$ cat src/logic/clock_route_pkg.sv
// How it works
// - Route bit A set: pin one from divider one.
// - Route bit A clear: pins one, two from divider two.
// - Route bit B set: pin three from divider three.
// - Route bit B clear: pins three, six from divider six.
// - Pin zero mode: x0 tristate, 01 low, 11 high.
// - Pair B mode governs pins three and six.
`default_nettype none

package clock_route_pkg;

  // Register addresses on the configuration port.
  localparam logic [7:0] ADDR_RSVD_A = 8'h74;
  localparam logic [7:0] ADDR_ZERO_ROUTE = 8'h75;
  localparam logic [7:0] ADDR_PAIR_A = 8'h76;
  localparam logic [7:0] ADDR_GROUP_TWO = 8'h77;
  localparam logic [7:0] ADDR_PAIR_B = 8'h78;
  localparam logic [7:0] ADDR_RSVD_B = 8'h79;
  localparam logic [7:0] ADDR_RSVD_C = 8'h7a;
  localparam logic [7:0] ADDR_SIX_SLEW = 8'h7b;

  // Reset values.
  localparam logic [7:0] RST_RSVD_A = 8'h01;
  localparam logic [7:0] RST_ZERO_ROUTE = 8'h03;
  localparam logic [7:0] RST_PAIR_A = 8'h00;
  localparam logic [7:0] RST_GROUP_TWO = 8'h00;
  localparam logic [7:0] RST_PAIR_B = 8'h00;
  localparam logic [7:0] RST_RSVD_B = 8'h00;
  localparam logic [7:0] RST_RSVD_C = 8'h00;
  localparam logic [7:0] RST_SIX_SLEW = 8'h00;

  // Writable bits of each register; reserved bits read as zero.
  localparam logic [7:0] MASK_ZERO_ROUTE = 8'hfb;
  localparam logic [7:0] MASK_GROUP = 8'hfc;
  localparam logic [7:0] MASK_SIX_SLEW = 8'h30;

  // Field positions.
  localparam int MODE_HI = 7;
  localparam int MODE_LO = 6;
  localparam int SLEW_HI = 5;
  localparam int SLEW_LO = 4;
  localparam int INV_FIRST = 3;
  localparam int INV_SECOND = 2;
  localparam int ROUTE_A_BIT = 1;
  localparam int ROUTE_B_BIT = 0;

  // Enable-mode codes: bit 0 clear tristates, otherwise bit 1 is the parked level.
  localparam logic [1:0] MODE_TRISTATE = 2'b00;
  localparam logic [1:0] MODE_PARK_LOW = 2'b01;
  localparam logic [1:0] MODE_PARK_HIGH = 2'b11;
  localparam int MODE_PARK_BIT = 0;
  localparam int MODE_LEVEL_BIT = 1;

  // Pin slots in the output stage.
  localparam int NUM_PINS = 5;
  localparam int PIN_ZERO = 0;
  localparam int PIN_ONE = 1;
  localparam int PIN_TWO = 2;
  localparam int PIN_THREE = 3;
  localparam int PIN_SIX = 4;

  typedef logic [NUM_PINS-1:0] pin_vec_t;
  typedef logic [NUM_PINS-1:0][1:0] mode_vec_t;

endpackage

`default_nettype wire

$ cat src/logic/pin_stage_if.sv
`default_nettype none

// Carries the selected clocks and controls into the pin stage and its pin levels back.
interface pin_stage_if;
  clock_route_pkg::pin_vec_t src;
  clock_route_pkg::pin_vec_t invert;
  clock_route_pkg::mode_vec_t mode;
  logic drive_en;
  clock_route_pkg::pin_vec_t level;
  clock_route_pkg::pin_vec_t oe_n;

  modport ctrl (output src, output invert, output mode, output drive_en, input level, input oe_n);
  modport stage (input src, input invert, input mode, input drive_en, output level, output oe_n);
endinterface

`default_nettype wire

$ cat src/logic/clock_pin_stage.sv
`default_nettype none

module clock_pin_stage (
  // Clock and reset.
  input wire logic clk_sys,
  input wire logic arst_n,
  // Controls in, pin levels out.
  pin_stage_if.stage bus
);
  import clock_route_pkg::*;

  typedef struct packed {
    pin_vec_t level;
    pin_vec_t oe_n;
  } state_s;

  state_s state_reg;
  state_s state_next;

  // Each pin either runs its clock or sits in the state its enable mode picks.
  always_comb begin
    state_next = state_reg;
    for (int i = 0; i < NUM_PINS; i++) begin
      if (bus.drive_en) begin
        state_next.level[i] = bus.src[i] ^ bus.invert[i];
        state_next.oe_n[i] = 1'b0;
      end else if (!bus.mode[i][MODE_PARK_BIT]) begin
        state_next.level[i] = 1'b0;
        state_next.oe_n[i] = 1'b1;
      end else begin
        state_next.level[i] = bus.mode[i][MODE_LEVEL_BIT];
        state_next.oe_n[i] = 1'b0;
      end
    end
  end

  // Pins start tristated.
  always_ff @(posedge clk_sys or negedge arst_n) begin
    if (!arst_n) begin
      state_reg <= '{level: '0, oe_n: '1};
    end else begin
      state_reg <= state_next;
    end
  end

  assign bus.level = state_reg.level;
  assign bus.oe_n = state_reg.oe_n;
endmodule

`default_nettype wire

$ cat src/logic/clock_output_routing_control.sv
`default_nettype none

module clock_output_routing_control #(
  parameter int ADDR_W = 8
) (
  // Clock and reset.
  input wire logic clk_sys,
  input wire logic arst_n,
  // Configuration register port.
  input wire logic cfg_wr_en,
  input wire logic cfg_rd_en,
  input wire logic [ADDR_W-1:0] cfg_addr,
  input wire logic [7:0] cfg_wdata,
  output logic [7:0] cfg_rdata,
  output logic cfg_rvalid,
  // Divider outputs and the global output enable.
  input wire logic divider_zero,
  input wire logic divider_one,
  input wire logic divider_two,
  input wire logic divider_three,
  input wire logic divider_six,
  input wire logic outputs_enable,
  // Clock pins, each with an active-low output enable.
  output logic clock_pin_zero,
  output logic clock_pin_zero_oe_n,
  output logic clock_pin_one,
  output logic clock_pin_one_oe_n,
  output logic clock_pin_two,
  output logic clock_pin_two_oe_n,
  output logic clock_pin_three,
  output logic clock_pin_three_oe_n,
  output logic clock_pin_six,
  output logic clock_pin_six_oe_n,
  // Edge-rate codes for the pad drivers.
  output logic [1:0] out_zero_edge_rate,
  output logic [1:0] out_pair_a_edge_rate,
  output logic [1:0] out_group_two_edge_rate,
  output logic [1:0] out_pair_b_edge_rate,
  output logic [1:0] out_six_edge_rate
);
  import clock_route_pkg::*;

  // The register map spans eight-bit addresses.
  if (ADDR_W < 8) begin : g_addr_check
    $error("ADDR_W must be at least 8.");
  end

  typedef struct packed {
    logic [7:0] zero_route;
    logic [7:0] pair_a;
    logic [7:0] group_two;
    logic [7:0] pair_b;
    logic [7:0] six_slew;
    logic [7:0] rdata;
    logic rvalid;
  } state_s;

  state_s state_reg;
  state_s state_next;
  logic addr_in_map;
  logic [7:0] addr_low;
  logic route_a;
  logic route_b;

  pin_stage_if stage_bus ();

  // Picks the pin's own divider when its route bit is set, else the shared one.
  function automatic logic route_pick(input logic sel, input logic own, input logic shared);
    route_pick = sel ? own : shared;
  endfunction

  // Reads back a register by address; unmapped addresses return zero.
  function automatic logic [7:0] read_mux(input state_s s, input logic [7:0] a);
    case (a)
      ADDR_RSVD_A: read_mux = RST_RSVD_A;
      ADDR_ZERO_ROUTE: read_mux = s.zero_route;
      ADDR_PAIR_A: read_mux = s.pair_a;
      ADDR_GROUP_TWO: read_mux = s.group_two;
      ADDR_PAIR_B: read_mux = s.pair_b;
      ADDR_RSVD_B: read_mux = RST_RSVD_B;
      ADDR_RSVD_C: read_mux = RST_RSVD_C;
      ADDR_SIX_SLEW: read_mux = s.six_slew;
      default: read_mux = 8'h00;
    endcase
  endfunction

  // Upper address bits, if any, must be zero for a hit.
  always_comb begin
    addr_low = cfg_addr[7:0];
    addr_in_map = 1'b1;
    if (ADDR_W > 8) begin
      addr_in_map = (cfg_addr >> 8) == '0;
    end
  end

  // Register writes keep only writable bits; reads answer one cycle later.
  always_comb begin
    state_next = state_reg;
    state_next.rvalid = cfg_rd_en;
    if (cfg_rd_en) begin
      state_next.rdata = addr_in_map ? read_mux(state_reg, addr_low) : 8'h00;
    end
    if (cfg_wr_en && addr_in_map) begin
      case (addr_low)
        ADDR_ZERO_ROUTE: state_next.zero_route = cfg_wdata & MASK_ZERO_ROUTE;
        ADDR_PAIR_A: state_next.pair_a = cfg_wdata & MASK_GROUP;
        ADDR_GROUP_TWO: state_next.group_two = cfg_wdata & MASK_GROUP;
        ADDR_PAIR_B: state_next.pair_b = cfg_wdata & MASK_GROUP;
        ADDR_SIX_SLEW: state_next.six_slew = cfg_wdata & MASK_SIX_SLEW;
        default: state_next.zero_route = state_reg.zero_route;
      endcase
    end
  end

  // Registers load their documented defaults.
  always_ff @(posedge clk_sys or negedge arst_n) begin
    if (!arst_n) begin
      state_reg <= '{zero_route: RST_ZERO_ROUTE, pair_a: RST_PAIR_A, group_two: RST_GROUP_TWO,
                     pair_b: RST_PAIR_B, six_slew: RST_SIX_SLEW, rdata: 8'h00, rvalid: 1'b0};
    end else begin
      state_reg <= state_next;
    end
  end

  assign route_a = state_reg.zero_route[ROUTE_A_BIT];
  assign route_b = state_reg.zero_route[ROUTE_B_BIT];

  // Route matrix: pins one and three take their divider as the route bits choose; pins zero, two and six are fixed.
  always_comb begin
    stage_bus.src[PIN_ZERO] = divider_zero;
    stage_bus.src[PIN_ONE] = route_pick(route_a, divider_one, divider_two);
    stage_bus.src[PIN_TWO] = divider_two;
    stage_bus.src[PIN_THREE] = route_pick(route_b, divider_three, divider_six);
    stage_bus.src[PIN_SIX] = divider_six;
  end

  // Inversion bits; for a pair the upper bit serves the first pin.
  always_comb begin
    stage_bus.invert[PIN_ZERO] = state_reg.zero_route[INV_FIRST];
    stage_bus.invert[PIN_ONE] = state_reg.pair_a[INV_FIRST];
    stage_bus.invert[PIN_TWO] = state_reg.pair_a[INV_SECOND];
    stage_bus.invert[PIN_THREE] = state_reg.pair_b[INV_FIRST];
    stage_bus.invert[PIN_SIX] = state_reg.pair_b[INV_SECOND];
  end

  // Enable modes: pin zero alone, pair A shared, pair B shared by pins three and six.
  always_comb begin
    stage_bus.mode[PIN_ZERO] = state_reg.zero_route[MODE_HI:MODE_LO];
    stage_bus.mode[PIN_ONE] = state_reg.pair_a[MODE_HI:MODE_LO];
    stage_bus.mode[PIN_TWO] = state_reg.pair_a[MODE_HI:MODE_LO];
    stage_bus.mode[PIN_THREE] = state_reg.pair_b[MODE_HI:MODE_LO];
    stage_bus.mode[PIN_SIX] = state_reg.pair_b[MODE_HI:MODE_LO];
    stage_bus.drive_en = outputs_enable;
  end

  clock_pin_stage u_stage (
    .clk_sys(clk_sys),
    .arst_n(arst_n),
    .bus(stage_bus.stage)
  );

  // Outputs come straight from the register and pin-stage flops.
  assign cfg_rdata = state_reg.rdata;
  assign cfg_rvalid = state_reg.rvalid;
  assign clock_pin_zero = stage_bus.level[PIN_ZERO];
  assign clock_pin_zero_oe_n = stage_bus.oe_n[PIN_ZERO];
  assign clock_pin_one = stage_bus.level[PIN_ONE];
  assign clock_pin_one_oe_n = stage_bus.oe_n[PIN_ONE];
  assign clock_pin_two = stage_bus.level[PIN_TWO];
  assign clock_pin_two_oe_n = stage_bus.oe_n[PIN_TWO];
  assign clock_pin_three = stage_bus.level[PIN_THREE];
  assign clock_pin_three_oe_n = stage_bus.oe_n[PIN_THREE];
  assign clock_pin_six = stage_bus.level[PIN_SIX];
  assign clock_pin_six_oe_n = stage_bus.oe_n[PIN_SIX];
  assign out_zero_edge_rate = state_reg.zero_route[SLEW_HI:SLEW_LO];
  assign out_pair_a_edge_rate = state_reg.pair_a[SLEW_HI:SLEW_LO];
  assign out_group_two_edge_rate = state_reg.group_two[SLEW_HI:SLEW_LO];
  assign out_pair_b_edge_rate = state_reg.pair_b[SLEW_HI:SLEW_LO];
  assign out_six_edge_rate = state_reg.six_slew[SLEW_HI:SLEW_LO];

  // Expected pin levels, seen by the checks below only.
  logic exp_one_split;
  logic exp_one_shared;
  logic exp_three_split;
  logic exp_three_shared;
  logic exp_two;
  logic exp_six;
  assign exp_one_split = divider_one ^ state_reg.pair_a[INV_FIRST];
  assign exp_one_shared = divider_two ^ state_reg.pair_a[INV_FIRST];
  assign exp_three_split = divider_three ^ state_reg.pair_b[INV_FIRST];
  assign exp_three_shared = divider_six ^ state_reg.pair_b[INV_FIRST];
  assign exp_two = divider_two ^ state_reg.pair_a[INV_SECOND];
  assign exp_six = divider_six ^ state_reg.pair_b[INV_SECOND];
endmodule

`default_nettype wire

$ cat config.mk
export PLATFORM = sky130hd
export DESIGN_NAME = clock_output_routing_control
export DESIGN_NICKNAME = d
export VERILOG_FILES = /design/src/logic/clock_route_pkg.sv /design/src/logic/pin_stage_if.sv /design/src/logic/clock_pin_stage.sv /design/src/logic/clock_output_routing_control.sv
export SDC_FILE = /design/constraint.sdc
export NUM_CORES = 1
export LEC_CHECK = 0
export BUFFER_PORTS_ARGS = -buffer_cell sky130_fd_sc_hd__buf_2
export CAP_MARGIN = 10
export CORE_MARGIN = 3
export CORE_UTILIZATION = 45
export DETAILED_ROUTE_END_ITERATION = 12
export PLACE_DENSITY = 0.69
export REMOVE_ABC_BUFFERS = 1
export SYNTH_ARGS = -nofsm -noshare
export SYNTH_HDL_FRONTEND = slang
export SYNTH_HIERARCHICAL = 1
export SYNTH_SLANG_ARGS = --single-unit
$ cat constraint.sdc
create_clock -name clk_sys -period 1.6 [get_ports clk_sys]
set_input_delay 0.32 -clock clk_sys [delete_from_list [all_inputs] [get_ports clk_sys]]
set_output_delay 0.32 -clock clk_sys [all_outputs]
set_load 0.03 [all_outputs]
==> summary.txt <==
Outcome
  – Status: completed

Setup path
  – Largest stage delay, worst path: 0.33 ns
  – Worst R2R End: cfg_rdata[6]
  – Crit Path Class: in -> reg
  – Crit-path cells: buf_2 > and4b_1 > nand3_2 > nor3b_4 > buf_4 > mux2_2
  – Crit start category: primary input
  – Reg2reg start: stage_bus.mode[6]
  – CP max FO: 5
  – R2R depth: 4
  – CP max-delay cell: mux2_2
  – Endpoint type of the worst setup path: register
  – CP Data Arrival Time: 1.58 ns
  – Setup slack, reg-to-reg: 0.31 ns
  – Critical Path RT: 1.79 ns

CTS
  – TritonCTS Sinks: 46
  – Clock latency on the worst-skew pair: 0.30 ns
  – CTS tree: built
  – H-tree level count: 2
  – Clock slew at reported path FFs: 0.08 ns
  – Post_cts resized: 0
  – Total CTS buffers: 5
  – Clock Root Buffer: clkbuf_8
  – Max Root-Sink Buffers: 2

Route
  – Post-Route WL: 4850 um
  – DRC: 0
  – Drt first pass iters: 4
  – Drt via density: 5.08
  – Antenna-violating nets left: 0
  – Detailed-route wire length per cell: 15.8 um
  – DRT iter0 DRCs: 84
  – Via Count: 1560

Place
  – Port bufs: 54
  – Placed wire-length estimate: 3760 um
  – Gpl congestion: 0.890
  – Dpl cells: 298

Synth
  – Most common flop cell mapped by yosys: dfrtp_1
  – Sequential-to-total area share from yosys stat: 51.1%
  – Complex-gate fraction of the synthesized area: 8.04%
  – Async S/R FF share, synth: 100%
  – Synth Instances: 180
  – Synth area leaders: dfrtp_1, mux2_2, dfstp_2, buf_4, mux2i_1
  – Simple-gate portion of the synthesized area: 12.1%
  – Mean post-synth cell area: 12.6 um2
  – Largest family of logic cells by synthesized area: multiplexers
  – Yosys top cell area share: 43.0%
  – Post-synth top cells: dfrtp_1, mux2_2, buf_4
  – Mux cell area share after synthesis: 19.0%
  – Yosys top cell by area: dfrtp_1
  – Synth warnings: 6
  – Number of synthesized flops with an enable pin: 0
  – Mapped Area: 0.00227 mm2
  – Most frequent cell after synthesis: dfrtp_1
  – Adder-cell share of the synthesized area: 0%
  – Distinct cell type count after synthesis: 44
  – Post-Synth XOR/XNOR Area: 1.93%
  – Yosys reg bits: 46

Flow run
  – # Max-Cap Violations: 0

STA
  – Worst clock skew: 0.00930 ns
  – Period minus WS final: 1.39 ns
  – Slew HR: 72.5%
  – Max-slew violations: 0
  – RSZ-0062 raised after global routing: no
  – Max frequency: 719 MHz
  – Setup TNS: 0 ns
  – Worst-Margin Slew: 0.410 ns
  – Period utilization: 86.9%
  – Hold Vio Cnt, Final: 0
  – Endpoints failing setup: 0

Floorplan
  – Row count: 25
  – Initial Util: 47.5%
  – Area of the die: 0.00594 mm2
  – Core area: 0.00479 mm2
  – Die Ht: 77.0 um
  – Top Ports: 55
  – Die outline width: 77.0 um

Finish
  – Layout cells sized above 1: 52.5%
  – Max FFs per register: 8
  – ANT cells: 0
  – Non-filler cells, final: 307
  – NumNets Final: 265
  – Synth-to-Final Area Change: 20.6%

Pwr
  – Static Leakage: 1.36 nW
  – Peak VDD IR: 0.598 mV
  – PwrDens: 850 mW/mm2

Hold path
  – Hold Crit Depth: 1
  – Worst min-delay path startpoint: cfg_rd_en
  – Hold Path Class: in -> reg
  – Hold Path Sink: cfg_rvalid

Global route
  – All-layer global routing usage: 17.5%
  – Vias in the first global route: 1647
  – Overflow left after global routing: 0
  – First-pass GRT wire length: 8100 um
  – Largest net degree at the start of global routing: 47
  – Initial antenna violation count: 0
layout by cell type, fill, tap and decap left out, drive strengths merged, types with 3 or more instances in the layout:
cell,count
buf,74
dfrtp,39
mux2,32
nor2,9
nand2,8
mux2i,7
clkbuf,7
dfstp,7
o2bb2ai,5
xnor2,5
inv,4
nand3,4
a22o,3
a21oi,3
area by class of cell:
cell class | count | area, um2
repair buffers | 75 | 443
fillers | 410 | 2050
flip-flops and latches | 46 | 1160
clock inverters | 1 | 8.76
multi-input cells | 107 | 931
clock buffers | 7 | 96.3
inverters | 4 | 15.0
well taps | 67 | 83.8
through the flow:
stage	hold slack, ns	power (mW)	utilization (%)	area (um2)	worst slack, ns
6_report	0.203	2.33	57.2	2740	0.210
5_1_grt	0.181	2.44	57.2	2740	0.167
4_1_cts	0.191	2.36	57.2	2740	0.210
3_5_place_dp	0.328	1.57	54.8	2620	-0.120
3_3_place_gp	0.318	1.57	54.8	2620	-0.0695
2_1_floorplan	0.0244	1.41	-	2110	0.0728
power breakdown:
group	switching, mW	leakage, nW	internal, mW
sequential	0.0350	0.606	1.22
combinational	0.174	0.700	0.125
clock	0.382	0.0544	0.396
total	0.591	1.36	1.74
worst max path at each step:
stage / startpoint / end / depth (start not counted)
finish: cfg_addr[7] / stage_bus.invert[0] / 6
global route: cfg_addr[0] / cfg_rdata[4] / 5
CTS: cfg_addr[7] / stage_bus.invert[0] / 6
detailed placement: cfg_addr[7] / stage_bus.invert[0] / 6
global placement: cfg_addr[7] / stage_bus.mode[0] / 6
floorplan: cfg_addr[7] / out_zero_edge_rate[0] / 4
per-layer routing:
layer / track usage [%] / part of all wire [%]
met5: 0 / 0
met4: 5.16 / 1.3
met3: 5.40 / 5.4
met2: 27.4 / 47
met1: 23.6 / 46
timing repair:
item,in CTS,in global routing
hold buffers,1,0
setup endpoints to repair,0,0
hold endpoints to repair,31,0
setup buffers,0,0
worst max-delay path, delay by kind of cell:
| kind | cells | cell delay (ns) |
|---|---|---|
| simple gates | 3 | 0.65 |
| buf+inv | 2 | 0.27 |
| mux | 1 | 0.33 |
logic make-up after synthesis:
| logic type | count (synthesis) |
|---|---|
| buffers and inverters | 27 |
| AO/OA/AOI/OAI | 24 |
| flip-flops | 46 |
| multiplexers | 39 |
| AND/OR/NAND/NOR | 39 |
| XOR/XNOR | 5 |
No activity file was read; power rests on OpenSTA's default activity.
